**src/rtl/aci_pkg.sv**
```systemverilog
package aci_pkg;
    // -----------------------------------------------------------------
    // Sizes and fixed addresses
    // -----------------------------------------------------------------
    localparam int WORD_W = 48;
    localparam int ADDR_W = 15;
    localparam int PC_W = 15;
    localparam int NSRC = 4;
    localparam int NCOND = 16;
    localparam logic [ADDR_W-1:0] CLOCK_ADDR = 15'h0000;
    localparam logic [ADDR_W-1:0] INTR_ADDR = 15'h0007;
    localparam logic [2:0] SCAN_CLOCK_POS = 3'h0;
    localparam logic [2:0] SCAN_INTR_POS = 3'h1;
    localparam logic [2:0] SCAN_LAST_POS = 3'h7;
    // Upper address field lies in word bits 38..24
    localparam int UPPER_ADDR_LSB = 24;
    localparam int LOWER_INSTR_W = 24;
    localparam logic [WORD_W-1:0] CLOCK_INCR = 48'h0000_0000_0001;

    // -----------------------------------------------------------------
    // Carriers
    // -----------------------------------------------------------------
    typedef struct packed {
        logic req;
        logic we;
        logic [ADDR_W-1:0] addr;
        logic [WORD_W-1:0] wdata;
    } aci_mem_req_t;

    typedef struct packed {
        logic sel;      // function-select strobe
        logic setClk;   // set clock enable
        logic clrClk;   // clear clock enable
        logic [3:0] cond;  // condition index
        logic enIntr;   // enable interrupt on cond
        logic disIntr;  // disable interrupt on cond
    } aci_fsel_t;

    typedef enum logic [2:0] {
        ST_IDLE, ST_CLK_RD, ST_CLK_WR, ST_CLK_RESTORE, ST_INT_REF, ST_INT_EXIT
    } aci_state_t;
endpackage : aci_pkg

```
**src/rtl/aci_src_combine.sv**
```systemverilog
`timescale 1ns/10ps
`default_nettype none
module aci_src_combine (
    input wire logic [aci_pkg::NSRC-1:0] cableIntr, // Cable group lines
    input wire logic [aci_pkg::NCOND-1:0] condRaw, // Internal conditions
    input wire logic [aci_pkg::NCOND-1:0] condSel, // Program selections
    output logic intrAny // Combined line
);
    import aci_pkg::*;
    logic [NCOND-1:0] gated;
    // Only selected internal conditions may interrupt
    genvar gi;
    generate
        for (gi = 0; gi < NCOND; gi++) begin : g_sel
            assign gated[gi] = condRaw[gi] & condSel[gi];
        end
    endgenerate
    // One line, no identity kept
    assign intrAny = (|cableIntr) | (|gated);
endmodule : aci_src_combine
`default_nettype wire

```
**src/rtl/aci_aux_service.sv**
```systemverilog
`timescale 1ns/10ps
`default_nettype none
module aci_aux_service (
    input wire logic sys_clk, // 10 MHz clock
    input wire logic nrst, // Sync reset, low
    input wire logic mainsTick, // One-cycle pulse per mains cycle
    input wire aci_pkg::aci_fsel_t fsel, // Function-select command
    input wire logic [aci_pkg::NSRC-1:0] cableIntr, // Cable interrupts
    input wire logic [aci_pkg::NCOND-1:0] condRaw, // Fault/buffer conditions
    input wire logic seqExit, // Sequence exit
    input wire logic stDone, // Search/transfer done
    input wire logic cpuStopped, // Computer stopped
    input wire logic svcDone, // Interrupt routine finished
    input wire logic memAck, // Storage reference done
    input wire logic [aci_pkg::WORD_W-1:0] memRdata, // Storage read data
    input wire logic [aci_pkg::WORD_W-1:0] accIn, // Accumulator now
    input wire logic [aci_pkg::PC_W-1:0] pcIn, // Program counter now
    input wire logic halfFlagIn, // instruction_half_flag
    output aci_pkg::aci_mem_req_t memReq_r, // Storage request
    output logic [aci_pkg::WORD_W-1:0] accOut_r, // Accumulator restore value
    output logic accLoad_r, // Load accumulator pulse
    output logic [aci_pkg::PC_W-1:0] pcOut_r, // New program counter
    output logic pcLoad_r, // Load PC pulse
    output logic [aci_pkg::LOWER_INSTR_W-1:0] irOut_r, // Lower instruction
    output logic irLoad_r, // Load instruction register pulse
    output logic halfExit_r, // Half exit pulse
    output logic auxBusy_r, // Main program held
    output logic clockEnable_r, // clock_enable_flop
    output logic tickPending_r, // tick_pending_flop
    output logic intrBlock_r, // interrupt_block_flop
    output logic savedHalf_r, // saved_half_flag_flop
    output logic [2:0] scanPos_r // Scanner position
);
    import aci_pkg::*;

    // -----------------------------------------------------------------
    // Source combining
    // -----------------------------------------------------------------
    typedef struct packed {
        aci_state_t st;
        logic [2:0] scan;
        logic clkEn;
        logic tick;
        logic blk;
        logic saved;
        logic [NCOND-1:0] sel;
        logic [WORD_W-1:0] auxAcc;
        aci_mem_req_t mem;
        logic [WORD_W-1:0] accOut;
        logic accLoad;
        logic [PC_W-1:0] pcOut;
        logic pcLoad;
        logic [LOWER_INSTR_W-1:0] ir;
        logic irLoad;
        logic halfExit;
        logic busy;
    } aci_regs_t;

    aci_regs_t q_r, q_nxt;
    logic intrAny;
    logic startOk;

    aci_src_combine u_comb (
        .cableIntr(cableIntr),
        .condRaw(condRaw),
        .condSel(q_r.sel),
        .intrAny(intrAny)
    );

    // Only at an exit, an ST completion, or while stopped
    assign startOk = seqExit | stDone | cpuStopped;

    // -----------------------------------------------------------------
    // Next state
    // -----------------------------------------------------------------
    always_comb begin
        q_nxt = q_r;
        q_nxt.accLoad = 1'b0;
        q_nxt.pcLoad = 1'b0;
        q_nxt.irLoad = 1'b0;
        q_nxt.halfExit = 1'b0;
        // Function select: clock enable and interrupt selection
        if (fsel.sel) begin
            if (fsel.setClk) begin
                q_nxt.clkEn = 1'b1;
            end else if (fsel.clrClk) begin
                q_nxt.clkEn = 1'b0;
            end
            if (fsel.enIntr) begin
                q_nxt.sel[fsel.cond] = 1'b1;
            end else if (fsel.disIntr) begin
                q_nxt.sel[fsel.cond] = 1'b0;
            end
        end
        // Routine end releases the block; a new entry below wins
        if (svcDone) begin
            q_nxt.blk = 1'b0;
        end
        unique case (q_r.st)
            ST_IDLE: begin
                if (q_r.scan == SCAN_CLOCK_POS && q_r.tick) begin
                    // Scanner holds at 000 until allowed to start
                    if (startOk) begin
                        q_nxt.st = ST_CLK_RD;
                        q_nxt.auxAcc = accIn;
                        q_nxt.mem = '{req: 1'b1, we: 1'b0, addr: CLOCK_ADDR, wdata: '0};
                    end
                end else if (q_r.scan == SCAN_INTR_POS && intrAny && !q_r.blk) begin
                    if (startOk) begin
                        q_nxt.st = ST_INT_REF;
                        q_nxt.mem.req = 1'b1;
                        q_nxt.mem.we = 1'b1;
                        q_nxt.mem.addr = INTR_ADDR;
                        q_nxt.mem.wdata = '0;
                        q_nxt.mem.wdata[UPPER_ADDR_LSB +: PC_W] = pcIn;
                        q_nxt.blk = 1'b1;
                        q_nxt.saved = ~halfFlagIn;
                    end
                end else begin
                    q_nxt.scan = q_r.scan + 3'h1;
                end
            end
            ST_CLK_RD: begin
                if (memAck) begin
                    // Add one and write back
                    q_nxt.mem = '{req: 1'b1, we: 1'b1, addr: CLOCK_ADDR,
                                  wdata: memRdata + CLOCK_INCR};
                    q_nxt.st = ST_CLK_WR;
                end
            end
            ST_CLK_WR: begin
                if (memAck) begin
                    q_nxt.mem.req = 1'b0;
                    q_nxt.st = ST_CLK_RESTORE;
                end
            end
            ST_CLK_RESTORE: begin
                q_nxt.accOut = q_r.auxAcc;
                q_nxt.accLoad = 1'b1;
                q_nxt.tick = 1'b0;
                q_nxt.scan = q_r.scan + 3'h1;
                q_nxt.st = ST_IDLE;
            end
            ST_INT_REF: begin
                // One reference: write PC, take word into IR
                if (memAck) begin
                    q_nxt.mem.req = 1'b0;
                    q_nxt.ir = memRdata[LOWER_INSTR_W-1:0];
                    q_nxt.irLoad = 1'b1;
                    q_nxt.pcOut = INTR_ADDR;
                    q_nxt.pcLoad = 1'b1;
                    q_nxt.st = ST_INT_EXIT;
                end
            end
            ST_INT_EXIT: begin
                q_nxt.halfExit = 1'b1;
                q_nxt.scan = q_r.scan + 3'h1;
                q_nxt.st = ST_IDLE;
            end
            default: begin
                q_nxt.st = ST_IDLE; // Unused codes fall back to idle
            end
        endcase
        // Mains pulse sets pending; it beats the completion clear
        if (mainsTick && q_r.clkEn) begin
            q_nxt.tick = 1'b1;
        end
        // Busy kept as its own flop so the output needs no decode
        q_nxt.busy = (q_nxt.st != ST_IDLE);
    end

    // -----------------------------------------------------------------
    // State register
    // -----------------------------------------------------------------
    always_ff @(posedge sys_clk) begin
        if (!nrst) begin
            q_r <= '0;
        end else begin
            q_r <= q_nxt;
        end
    end

    // -----------------------------------------------------------------
    // Outputs straight from flops
    // -----------------------------------------------------------------
    assign memReq_r = q_r.mem;
    assign accOut_r = q_r.accOut;
    assign accLoad_r = q_r.accLoad;
    assign pcOut_r = q_r.pcOut;
    assign pcLoad_r = q_r.pcLoad;
    assign irOut_r = q_r.ir;
    assign irLoad_r = q_r.irLoad;
    assign halfExit_r = q_r.halfExit;
    assign auxBusy_r = q_r.busy;
    assign clockEnable_r = q_r.clkEn;
    assign tickPending_r = q_r.tick;
    assign intrBlock_r = q_r.blk;
    assign savedHalf_r = q_r.saved;
    assign scanPos_r = q_r.scan;

    // -----------------------------------------------------------------
    // Checks
    // -----------------------------------------------------------------
    AST_NO_TICK_DISABLED: assert property (
        @(posedge sys_clk) disable iff (!nrst)
        (mainsTick && !q_r.clkEn && !q_r.tick) |=> !q_r.tick)
        else $error("tick set while clock disabled");
    AST_TICK_SET: assert property (
        @(posedge sys_clk) disable iff (!nrst)
        (mainsTick && q_r.clkEn) |=> q_r.tick)
        else $error("tick not set on mains pulse");
    AST_CLK_AT_000: assert property (
        @(posedge sys_clk) disable iff (!nrst)
        (q_r.st == ST_IDLE && q_nxt.st == ST_CLK_RD) |-> q_r.scan == SCAN_CLOCK_POS)
        else $error("advance started off position 000");
    AST_CLK_INC: assert property (
        @(posedge sys_clk) disable iff (!nrst)
        (q_r.st == ST_CLK_RD && memAck) |=> q_r.mem.wdata == $past(memRdata) + CLOCK_INCR
        && q_r.mem.we && q_r.mem.addr == CLOCK_ADDR)
        else $error("clock write not old plus one");
    AST_ACC_RESTORE: assert property (
        @(posedge sys_clk) disable iff (!nrst)
        (q_r.st == ST_CLK_RESTORE) |=> accLoad_r && accOut_r == q_r.auxAcc)
        else $error("accumulator not restored");
    AST_TICK_CLR: assert property (
        @(posedge sys_clk) disable iff (!nrst)
        (q_r.st == ST_CLK_RESTORE && !mainsTick) |=> !q_r.tick)
        else $error("tick not cleared at completion");
    AST_INT_POS: assert property (
        @(posedge sys_clk) disable iff (!nrst)
        (q_r.st == ST_IDLE && q_nxt.st == ST_INT_REF) |->
        q_r.scan == SCAN_INTR_POS && intrAny && !q_r.blk && startOk)
        else $error("interrupt entry without cause");
    AST_INT_REF: assert property (
        @(posedge sys_clk) disable iff (!nrst)
        (q_r.st == ST_INT_REF) |-> q_r.mem.addr == INTR_ADDR && q_r.mem.we
        && q_r.blk)
        else $error("interrupt reference wrong");
    AST_INT_PC: assert property (
        @(posedge sys_clk) disable iff (!nrst)
        (q_r.st == ST_INT_REF && memAck) |=> pcLoad_r && pcOut_r == INTR_ADDR
        ##1 halfExit_r)
        else $error("interrupt exit wrong");
    AST_SAVED_INV: assert property (
        @(posedge sys_clk) disable iff (!nrst)
        (q_r.st == ST_IDLE && q_nxt.st == ST_INT_REF) |=> q_r.saved == !$past(halfFlagIn))
        else $error("saved half flag not inverted");
    AST_START_OK: assert property (
        @(posedge sys_clk) disable iff (!nrst)
        (q_r.st == ST_IDLE && q_nxt.st != ST_IDLE) |-> startOk)
        else $error("service started without opening");
    AST_SEL_GATE: assert property (
        @(posedge sys_clk) disable iff (!nrst)
        (cableIntr == '0 && (condRaw & q_r.sel) == '0) |-> !intrAny)
        else $error("unselected condition interrupted");
    // Scanner parking: a pending service holds its position until an opening
    AST_CLK_HOLD: assert property (
        @(posedge sys_clk) disable iff (!nrst)
        (q_r.st == ST_IDLE && q_r.scan == SCAN_CLOCK_POS && q_r.tick && !startOk)
        |=> q_r.scan == SCAN_CLOCK_POS && q_r.st == ST_IDLE)
        else $error("scanner left 000 with advance pending");
    AST_INT_HOLD: assert property (
        @(posedge sys_clk) disable iff (!nrst)
        (q_r.st == ST_IDLE && q_r.scan == SCAN_INTR_POS && intrAny && !q_r.blk && !startOk)
        |=> q_r.scan == SCAN_INTR_POS && q_r.st == ST_IDLE)
        else $error("scanner left interrupt position with line up");
    AST_BLOCK_INHIBIT: assert property (
        @(posedge sys_clk) disable iff (!nrst)
        (q_r.st == ST_IDLE && q_r.blk) |=> q_r.st != ST_INT_REF)
        else $error("interrupt entered while blocked");
    AST_BLK_RELEASE: assert property (
        @(posedge sys_clk) disable iff (!nrst)
        (svcDone && !(q_r.st == ST_IDLE && q_nxt.st == ST_INT_REF)) |=> !q_r.blk)
        else $error("block not released at routine end");
    AST_ONE_REF: assert property (
        @(posedge sys_clk) disable iff (!nrst)
        (q_r.st == ST_INT_REF && memAck) |=> !memReq_r.req)
        else $error("second storage reference on entry");
    AST_PC_STORED: assert property (
        @(posedge sys_clk) disable iff (!nrst)
        (q_r.st == ST_IDLE && q_nxt.st == ST_INT_REF)
        |=> q_r.mem.wdata[UPPER_ADDR_LSB +: PC_W] == $past(pcIn))
        else $error("program counter not in upper address field");
    AST_CLK_READ: assert property (
        @(posedge sys_clk) disable iff (!nrst)
        (q_r.st == ST_IDLE && q_nxt.st == ST_CLK_RD) |=> memReq_r.req && !memReq_r.we
        && memReq_r.addr == CLOCK_ADDR && q_r.auxAcc == $past(accIn))
        else $error("advance did not save accumulator and read clock word");
    AST_WR_DONE: assert property (
        @(posedge sys_clk) disable iff (!nrst)
        (q_r.st == ST_CLK_WR && memAck) |=> !memReq_r.req && q_r.st == ST_CLK_RESTORE)
        else $error("clock write not closed");
    AST_CLK_EN_SET: assert property (
        @(posedge sys_clk) disable iff (!nrst)
        (fsel.sel && fsel.setClk) |=> q_r.clkEn)
        else $error("clock enable not set");
    AST_CLK_EN_CLR: assert property (
        @(posedge sys_clk) disable iff (!nrst)
        (fsel.sel && !fsel.setClk && fsel.clrClk) |=> !q_r.clkEn)
        else $error("clock enable not cleared");
    AST_HALF_EXIT: assert property (
        @(posedge sys_clk) disable iff (!nrst)
        (q_r.st == ST_INT_EXIT) |=> halfExit_r && q_r.st == ST_IDLE)
        else $error("entry did not leave by the half exit");
endmodule : aci_aux_service
`default_nettype wire

```
**config.mk**
```make
export PLATFORM = sky130hd
export DESIGN_NAME = aci_aux_service
export DESIGN_NICKNAME = d
export VERILOG_FILES = /design/src/rtl/aci_pkg.sv /design/src/rtl/aci_src_combine.sv /design/src/rtl/aci_aux_service.sv
export SDC_FILE = /design/constraint.sdc
export NUM_CORES = 1
export LEC_CHECK = 0
export BUFFER_PORTS_ARGS = -buffer_cell sky130_fd_sc_hd__buf_2
export CAP_MARGIN = 20
export CORE_MARGIN = 2
export CORE_UTILIZATION = 50
export CTS_CLUSTER_DIAMETER = 200
export DETAILED_ROUTE_END_ITERATION = 7
export PLACE_DENSITY = 0.86
export SYNTH_ARGS = -nofsm -noshare
export SYNTH_HDL_FRONTEND = slang
export SYNTH_SLANG_ARGS = --single-unit
```
**constraint.sdc**
```tcl
create_clock -name sys_clk -period 3.3 [get_ports sys_clk]
set_input_delay 0.495 -clock sys_clk [delete_from_list [all_inputs] [get_ports sys_clk]]
set_output_delay 0.495 -clock sys_clk [all_outputs]
set_load 0.01 [all_outputs]
```
==> reports/qor.txt, run 1 <==
Pin count of the biggest net entering global routing = 69
Critical Path End = memReq_r[11]$_SDFFE_PN0P_
Final Slew Violations = 0
Filler instances = 1756
Outcome = complete, no violations
Yosys reg bits = 202
Ys flop type = dfxtp_1
Number of H-tree levels = 1
CTS Buf Count = 22
Crit-path max cell delay = 870 ps
Synthesized area per cell = 8.16 um2
Clock Sinks = 202
Antenna Nets Post-Route = 0
Fin crit share = 84.4%
Levels on crit path = 7
Routability congestion estimate = 0.883
Synth unique cells = 47
RR Endpoint = memReq_r[11]$_SDFFE_PN0P_
Core ar. = 19500 um2
Worst hold path class = input port to flip-flop
Die width = 145 um
Critical path required time = 3720 ps
Critical Path AT = 3210 ps
Clock root buffer = clkbuf_16
Commonest non-fill, non-tap cells in the layout = 302 x nand2_1, 287 x buf_2, 202 x dfxtp_1, 138 x a21boi_0, 39 x o21ai_0
Clk Latency, worst-skew pair = 500 ps
Iteration-0 DRC Markers = 510
Drt wl/cell = 15.9 um
Hold Violations, Final = 0
YS warnings = 0
PD cells = 603 nW/um2
Post-CTS resize count = 0
Rows = 51
# Post-CTS Setup Buffers = 0
Height of the die = 145 um
Via count = 8671
TritonCTS clock tree = done
RSZ-0062 raised after global routing = no
Reg2reg setup slack = 520 ps
Post-synth EDFFs = 0
Slowest-stage cell, CP = o311a_1
Max Clk Rate = 0.359 GHz
Starting Density = 51.1%
Final WS setup = 516 ps
Async SR Flop Fraction = 0%
Synth area leader = dfxtp_1
Total grt overflow = 0
Via density = 5.31
Cells after Synth = 1224
DRC = 0
Total Routing Usage GR = 23.3%
Clk pin slew, worst setup/hold paths = 60 ps
NetSw = 2040 uW
Setup TNS = 0 ps
Clock network power share = 37.8%
Internal = 4780 uW
P&R area growth vs syn = 13.1%
Max Cap Viol = 0
Synth top area share = 40.5%
Boundary Pins = 313
Sw Ratio = 29.9%
Clock Skew = 5.86 ps
Actual slew at the worst max-slew pin = 1030 ps
Synth top area cells = dfxtp_1 40%, buf_4 12%, nand2_1 11%
Layout cells sized above 1 = 25.6%
Crit path from = scanPos_r[0]$_SDFFE_PN0P_
Critical-path cell list = ha_1, or3b_2, a211o_1, nand2_1, o311a_1, nand3_1, a21boi_0
Area taken by multi-input logic gates = 4560 um2
Reg area = 4040 um2
Die area = 21100 um2
VDD IR-drop max = 480 uV
Worst Setup End Kind = flip-flop
Dpl ws = 426 ps
HPWL after DPL = 18.4 mm
Mapped cell area = 9990 um2
Crit path time final = 2780 ps
Number of port buffers = 288
CTS Hold Bufs = 0
P_leak = 0.00462 uW
CP top delay family = compound AO/OA/AOI/OAI gates
Sequential share of power = 41.5%
Buffers plus inverters on the worst setup path = 0
Number of global-route vias before repair = 8216
Worst R2R Path Depth = 7
Register area share after synthesis = 40.5%
CP startpoint kind = flip-flop
Most common cell after layout, fill and taps aside = nand2_1
Logic gate share of total power = 20.7%
Maximum clock insertion buffer count = 3
Global-route wire length before repair = 41.2 mm
Setup violators final = 0
Critical Setup Path Class = flip-flop to flip-flop
First-pass detailed-route iteration total = 5
Slew margin rel. = 31.4%
Initial antenna violation count = 4
Maximum fanout along the worst path = 30
Detailed Route WL = 26.0 mm
Reg-to-Reg Start = scanPos_r[0]$_SDFFE_PN0P_
Nets@finish = 1500
[worst register-to-register path: stages (launching register included)]
cell and delay [ps]:
dfxtp_1 390, ha_1 170, or3b_2 470, a211o_1 310, nand2_1 130, o311a_1 870
nand3_1 170, a21boi_0 210
[metrics by stage]
stage	hold WS [ps]	utilization [%]	cells	power (uW)	instance area (um2)
after floorplan	434	-	1247	3950	10100
after global placement	441	53.9	1588	4240	10500
after detailed placement	443	53.9	1588	4270	10500
after CTS	226	57.8	1628	6870	11300
after global routing	232	57.9	1632	7110	11300
final	248	57.9	1632	6810	11300
[worst min-delay path by stage]
stage                                          from                   endpoint  slack, ps  cells after the start
after floorplan           memReq_r[20]$_SDFFE_PN0P_  memReq_r[20]$_SDFFE_PN0P_        430                      1
after global placement    memReq_r[41]$_SDFFE_PN0P_  memReq_r[41]$_SDFFE_PN0P_        440                      1
after detailed placement  memReq_r[20]$_SDFFE_PN0P_  memReq_r[20]$_SDFFE_PN0P_        440                      1
after CTS                                 accIn[23]      q_r[180]$_SDFFE_PN0P_        230                      3
after global routing                      accIn[23]      q_r[180]$_SDFFE_PN0P_        230                      3
final                                     accIn[23]      q_r[180]$_SDFFE_PN0P_        250                      3
[logic make-up after synthesis]
family,after synthesis,share of synthesized area [%]
AO/OA/AOI/OAI,248,18.0
XOR/XNOR,41,3.60
adder cells (fa/ha/maj),4,0.501
buffers and inverters,234,14.8
flip-flops,202,40.5
multiplexers,9,0.915
other,1,0.0375
AND/OR/NAND/NOR,485,21.6
[Yosys cell counts, types with 2 or more instances]
master	number
a31oi_1	5
o2bb2ai_1	14
a221oi_1	7
o21a_1	5
a21oi_1	7
inv_1	8
xnor2_1	33
or3_1	6
mux2i_1	8
and3_1	9
nand4_1	23
buf_2	6
a22oi_1	24
and4_1	3
nand3_1	20
nor2_1	35
a21boi_0	138
nand2_1	302
dfxtp_1	202
nor3_1	25
and2_1	12
nor2b_1	24
nand3b_1	3
o21ai_0	39
buf_1	7
a41oi_1	2
nand2b_1	7
buf_4	157
or3b_2	2
clkbuf_1	55
ha_1	4
xor2_1	8
nor4_1	10
[per-layer routing]
layer | GRT usage (%) | part of all wire (%) | vias up
li1 | - | - | 4185
met1 | 28.8 | 41 | 4042
met2 | 39.5 | 48 | 368
met3 | 4.83 | 7.6 | 76
met4 | 9.85 | 3.7 | 0
met5 | 0 | 0 | -
[power by group through the flow]
stage          Combinational [uW]  Clock [uW]  Sequential (uW)
6_report                     1410        2580             2830
2_1_floorplan                1140           0             2810
3_5_place_dp                 1400           0             2870
3_3_place_gp                 1370           0             2870
5_1_grt                      1540        2720             2850
4_1_cts                      1410        2630             2820
[layout make-up]
type	instances	share of cell area [%]
diodes	4	0.0886
well taps	265	2.93
clock inverters	8	0.842
flip-flops and latches	202	35.8
inverters	8	0.266
repair buffers	302	13.7
multi-input cells	811	40.4
clock buffers	32	6.01
[state kept, by name, indices dropped and copies added (netlist names), named ones only]
register and flops:
accOut_r 48, intrBlock_r 1, clockEnable_r 1, halfExit_r 1
savedHalf_r 1, tickPending_r 1, memReq_r 51, pcLoad_r 1
irOut_r 24, q_r 51, auxBusy_r 1, accLoad_r 1
pcOut_r 1, scanPos_r 3
Power figures use the tool's default switching activity.
==> run 2: changes to the inputs <==
ABC_AREA = 1   (was not set)
CORE_UTILIZATION = 47   (was 50)
PLACE_DENSITY = 0.85   (was 0.86)
clock period = 2.3 ns   (was 3.3 ns; I/O delays follow)
==> reports/qor.txt, run 2 <==
Clock root buffer = clkbuf_16
P_leak = 0.00579 uW (+25%)
VDD IR-drop max = 438 uV (-8.8%)
Initial antenna violation count = 0 (-4)
Register area share after synthesis = 38.8% (-1.6 points)
Slowest-stage cell, CP = dfxtp_1
Number of port buffers = 288 (unchanged)
Reg2reg setup slack = 220 ps (-300 ps)
Critical Path AT = 2500 ps (-710 ps)
Post-synth EDFFs = 0 (unchanged)
Actual slew at the worst max-slew pin = 616 ps (-413 ps)
Area taken by multi-input logic gates = 4610 um2 (+1.2%)
Critical Setup Path Class = flip-flop to flip-flop
RSZ-0062 raised after global routing = no
Drt wl/cell = 15.1 um (-5.5%)
P&R area growth vs syn = 13.6%
Layout cells sized above 1 = 22.0% (-3.6 points)
Max Cap Viol = 0 (unchanged)
Post-synthesis mux area share = 0% (-0.91 points)
Via count = 10099 (+16%)
CTS Buf Count = 23 (+4.5%)
Maximum clock insertion buffer count = 3 (unchanged)
CTS Hold Bufs = 0 (unchanged)
Final WS setup = 215 ps (-301 ps)
Boundary Pins = 313 (unchanged)
Setup TNS = 0 ps (unchanged)
Critical path required time = 2710 ps (-1010 ps)
Die area = 23400 um2 (+11%)
Mapped cell area = 10400 um2 (+4.2%)
Global-route wire length before repair = 47.1 mm (+14%)
Largest family of logic cells by synthesized area = simple AND/OR/NAND/NOR gates
Commonest cells post-synth = 344 x nor2_1, 312 x nand2_1, 202 x dfxtp_1, 162 x buf_4, 120 x o21ai_0
Slew margin rel. = 58.9% (+27 points)
Clock network power share = 34.7% (-3.1 points)
Fin crit share = 90.6% (+6.3 points)
Via density = 5.10 (-4.0%)
Crit-path max cell delay = 400 ps (-470 ps)
YS warnings = 0 (unchanged)
Antenna Nets Post-Route = 0 (unchanged)
Pin count of the biggest net entering global routing = 65 (-5.8%)
Crit path time final = 2080 ps (-699 ps)
Cells after Synth = 1545 (+26%)
Commonest non-fill, non-tap cells in the layout = 344 x nor2_1, 312 x nand2_1, 287 x buf_2, 202 x dfxtp_1, 120 x o21ai_0
Most used cell, CP = nand2_1
Crit path from = q_r[230]$_SDFF_PN0_
Internal = 7360 uW (+54%)
NetSw = 3740 uW (+84%)
Area share of fa/ha/maj cells after synthesis = 0.481% (-0.020 points)
Sequential share of power = 37.1% (-4.4 points)
Reg-to-Reg Start = q_r[230]$_SDFF_PN0_
Simple-Gate Fraction of Synth Area = 31.5% (+9.9 points)
Worst Setup End Kind = flip-flop
Total Routing Usage GR = 24.3% (+1.1 points)
CP startpoint kind = flip-flop
Iteration-0 DRC Markers = 844 (+65%)
Number of global-route vias before repair = 9145 (+11%)
Synth area leader = dfxtp_1
Maximum fanout along the worst path = 28 (-6.7%)
PD cells = 938 nW/um2 (+56%)
CP top delay family = simple AND/OR/NAND/NOR gates
Outcome = complete, no violations
HPWL after DPL = 22.1 mm (+20%)
Filler instances = 2150 (+22%)
Clock Sinks = 202 (unchanged)
Routability congestion estimate = 0.967 (+9.5%)
Nets@finish = 1834 (+22%)
Clk pin slew, worst setup/hold paths = 60 ps (about the same)
Count leader, synth = nor2_1
Total grt overflow = 0 (unchanged)
Hold Path Origin = accIn[25]
Pwr Total = 11100 uW (+63%)
# Post-CTS Setup Buffers = 0 (unchanged)
Detailed Route WL = 29.8 mm (+15%)
DRC = 0 (unchanged)
Rows = 54 (+5.9%)
Logic gate share of total power = 28.2% (+7.5 points)
Synth top area cells = dfxtp_1 39%, nor2_1 12%, buf_4 12%
Clock Skew = 12.2 ps (+6.31 ps)
Core ar. = 21800 um2 (+11%)
Dpl ws = 231 ps (-195 ps)
First-pass detailed-route iteration total = 7 (+2)
Number of H-tree levels = 1 (unchanged)
Setup violators final = 0 (unchanged)
Synth unique cells = 41 (-13%)
Ys flop type = dfxtp_1
Reg area = 4040 um2 (unchanged)
Most common cell after layout, fill and taps aside = nor2_1
Die width = 153 um (+5.2%)
Synth Area in XOR/XNOR = 1.18% (-2.4 points)
Clk Latency, worst-skew pair = 520 ps (+20 ps)
Synthesized area per cell = 6.74 um2 (-17%)
Starting Density = 47.8% (-3.3 points)
Worst hold path class = input port to flip-flop
Yosys reg bits = 202 (unchanged)
Height of the die = 153 um (+5.2%)
Hold Violations, Final = 0 (unchanged)
Synth top area share = 38.8% (-1.6 points)
Post-CTS resize count = 0 (unchanged)
Area fraction in compound gates after synthesis = 10.3% (-7.7 points)
Final Slew Violations = 0 (unchanged)
Final Non-Filler Cells = 1979 (+21%)
Total instance count after detailed placement = 1936 (+22%)
Async SR Flop Fraction = 0% (unchanged)
Sw Ratio = 33.7% (+3.8 points)
Max Clk Rate = 0.480 GHz (+34%)
Critical-path cell list = nor2_4, nand2_2, inv_4, nand2_1, nand3_4, buf_12, nand2_1, nand2_1, nor2_1
Buffers plus inverters on the worst setup path = 2 (+2)
TritonCTS clock tree = done
## run 2: logic make-up (layout without fill, tap and decap cells)
kind of cell / after synthesis / count (layout)
compound gates: 209 / 209
xor+xnor: 14 / 14
fa+ha+maj: 4 / 4
buf+inv: 319 / 449
flops: 202 / 202
other cells: 1 / 25
simple gates: 796 / 796
## run 2: power groups by stage
stage / registers [uW] / clock network [uW] / logic [uW]
detailed placement: 4190 / 0 / 3100
global placement: 4180 / 0 / 3040
CTS: 4120 / 3920 / 3110
floorplan: 4150 / 0 / 2500
global route: 4170 / 4060 / 3510
finish: 4120 / 3850 / 3130
## run 2: layout make-up
class	count	area share [%]
inverter	101	3.23
antenna	1	0.0212
tap	280	2.96
sequential	202	34.2
clock buffer	33	5.61
timing repair buffer	306	13.8
clock inverter	9	1.22
multi-input combinational	1047	39.0
## run 2: metal layers
| metal | share of wire (%) | up-vias | track usage [%] |
|---|---|---|---|
| li1 | - | 4989 | - |
| met1 | 43 | 4547 | 33.2 |
| met2 | 45 | 471 | 38.2 |
| met3 | 7.7 | 92 | 3.86 |
| met4 | 4.3 | 0 | 10.6 |
| met5 | 0 | - | 0 |
## run 2: worst paths after layout
path | to | cells after the start
setup / recovery | memReq_r[31]$_SDFFE_PN0P_ | 9
hold / removal | q_r[182]$_SDFFE_PN0P_ | 3
setup reg to reg | memReq_r[31]$_SDFFE_PN0P_ | 9
hold reg to reg | savedHalf_r$_SDFFE_PN0P_ | 2
## run 2: stage by stage
stage	cell area, um2	utilization, %	hold slack (ps)
after floorplan	10500	-	439
after global placement	11000	50.6	434
after detailed placement	11000	50.6	437
after CTS	11800	54.4	67.2
after global routing	11800	54.4	79.2
final	11800	54.4	73.5
## run 2: worst register-to-register path: stages (launching register included)
cell and delay (ps):
dfxtp_1 400, nor2_4 260, nand2_2 110, inv_4 190, nand2_1 280, nand3_4 340, buf_12 220, nand2_1 70
nand2_1 60, nor2_1 50
==> run 3: changes to the inputs <==
CORE_UTILIZATION = 23   (was 47)
PLACE_DENSITY = 0.51   (was 0.85)
==> reports/qor.txt, run 3 (same netlist as run 2, synthesis figures left out) <==
Layout cells sized above 1 = 22.9% (+0.95 points)
Actual slew at the worst max-slew pin = 511 ps (-105 ps)
HPWL after DPL = 27.9 mm (+27%)
Clk Latency, worst-skew pair = 550 ps (+30 ps)
Via count = 9950 (-1.5%)
Hold Violations, Final = 0 (unchanged)
Maximum clock insertion buffer count = 3 (unchanged)
CTS Hold Bufs = 0 (unchanged)
Hold path depth = 3 (unchanged)
Clock Skew = 16.8 ps (+4.59 ps)
Final Non-Filler Cells = 2307 (+17%)
Initial antenna violation count = 2 (+2)
Reg2reg setup slack = 400 ps (+180 ps)
Area after DPL = 11500 um2 (+4.5%)
First-pass detailed-route iteration total = 5 (-2)
Critical Path AT = 2340 ps (-160 ps)
Most common cell after layout, fill and taps aside = nor2_1
CTS Buf Count = 27 (+17%)
Design Area, Final = 12400 um2 (+4.8%)
Critical-path cell list = ha_1, nor3b_1, nand3_1, nand2_2, nand3_4, buf_12, nor2_1, nor2_1
Critical Setup Path Class = flip-flop to flip-flop
Crit path from = scanPos_r[0]$_SDFFE_PN0P_
Total instance count after detailed placement = 2260 (+17%)
Die width = 217 um (+42%)
Most used cell, CP = nor2_1
Filler instances = 4973 (+130%)
Maximum fanout along the worst path = 24 (-14%)
Hold Path Origin = fsel[7]
Critical path required time = 2740 ps (+30 ps)
Clk pin slew, worst setup/hold paths = 60 ps (about the same)
Worst R2R Path Depth = 8 (-1)
Detailed Route WL = 36.3 mm (+22%)
Crit-path max cell delay = 420 ps (+20 ps)
Final Core Density = 27.9% (-26 points)
CP startpoint kind = flip-flop
Global-route wire length before repair = 55.5 mm (+18%)
Die area = 47000 um2 (+100%)
Max Cap Viol = 0 (unchanged)
Final Slew Violations = 0 (unchanged)
Nets@finish = 1850 (+0.87%)
Number of port buffers = 288 (unchanged)
Max Clk Rate = 0.525 GHz (+9.5%)
DRC = 0 (unchanged)
Fin crit share = 82.7% (-7.9 points)
Total Routing Usage GR = 15.0% (-9.3 points)
PD cells = 938 nW/um2 (about the same)
Number of H-tree levels = 1 (unchanged)
RSZ-0062 raised after global routing = no
Worst Setup End Kind = flip-flop
Worst hold path class = input port to flip-flop
Boundary Pins = 313 (unchanged)
Via density = 4.31 (-15%)
Iteration-0 DRC Markers = 644 (-24%)
# Post-CTS Setup Buffers = 0 (unchanged)
Starting Density = 23.4% (-24 points)
Setup violators final = 0 (unchanged)
Levels on crit path = 8 (-1)
CP top delay family = simple AND/OR/NAND/NOR gates
Rows = 77 (+43%)
Slew margin rel. = 65.9% (+7.0 points)
Routability congestion estimate = 0.890 (-8.0%)
Ant diodes = 0 (-1)
Slowest-stage cell, CP = dfxtp_1
Buffers plus inverters on the worst setup path = 1 (-1)
P&R area growth vs syn = 19.1%
Drt wl/cell = 15.7 um (+4.4%)
Crit path time final = 1900 ps (-182 ps)
TritonCTS clock tree = done
Setup TNS = 0 ps (unchanged)
Clock Sinks = 202 (unchanged)
Clock root buffer = clkbuf_16
Outcome = complete, no violations
Total grt overflow = 0 (unchanged)
Post-CTS resize count = 0 (unchanged)
P_leak = 0.00590 uW (+1.8%)
VDD IR-drop max = 417 uV (-4.7%)
Height of the die = 217 um (+42%)
Core ar. = 44400 um2 (+100%)
Pin count of the biggest net entering global routing = 64 (-1.5%)
Number of global-route vias before repair = 9589 (+4.9%)
Antenna Nets Post-Route = 0 (unchanged)
Commonest non-fill, non-tap cells in the layout = 344 x nor2_1, 312 x nand2_1, 287 x buf_2, 202 x dfxtp_1, 120 x o21ai_0
Reg-to-Reg Start = scanPos_r[0]$_SDFFE_PN0P_
==> run 3: where the power goes <==
group	switching (uW)	total, uW	internal, uW
combinational	2130	3330	1200
clock	1630	4160	2530
sequential	247	4140	3900
==> run 3: per-layer routing <==
layer / global-route usage (%) / part of all wire, % / vias to the layer above
li1: - / - / 5015
met1: 19.3 / 44 / 4616
met2: 24.5 / 46 / 259
met3: 3.56 / 6.9 / 56
met4: 5.30 / 2.9 / 4
met5: 0 / 0.083 / -
==> run 3: stage by stage <==
stage	hold slack, ps	setup WS (ps)	power [uW]
after floorplan	439	684	6650
after global placement	437	267	7540
after detailed placement	437	230	7560
after CTS	30.3	396	11800
after global routing	50.1	207	12400
final	57.8	397	11600
==> run 3: worst reg2reg max path: cells and delay by family (launching register included) <==
family / cells / cell delay (ps)
fa+ha+maj: 1 / 180
buf+inv: 1 / 220
flops: 1 / 420
simple gates: 6 / 990
==> run 3: final cells by class <==
| type | count | area (um2) | share of cell area (%) |
|---|---|---|---|
| Clock buffer | 35 | 756 | 6.09 |
| Timing Repair Buffer | 318 | 1730 | 14.0 |
| Tap cell | 592 | 741 | 5.97 |
| Sequential cell | 202 | 4040 | 32.6 |
| Inverter | 101 | 382 | 3.08 |
| Multi-Input combinational cell | 1047 | 4620 | 37.2 |
| Clock inverter | 12 | 129 | 1.04 |
==> run 3: worst paths after layout <==
kind	endpoint
hold reg to reg	savedHalf_r$_SDFFE_PN0P_
setup reg to reg	memReq_r[46]$_SDFFE_PN0P_
setup / recovery	memReq_r[46]$_SDFFE_PN0P_
hold / removal	clockEnable_r$_SDFFE_PN0P_
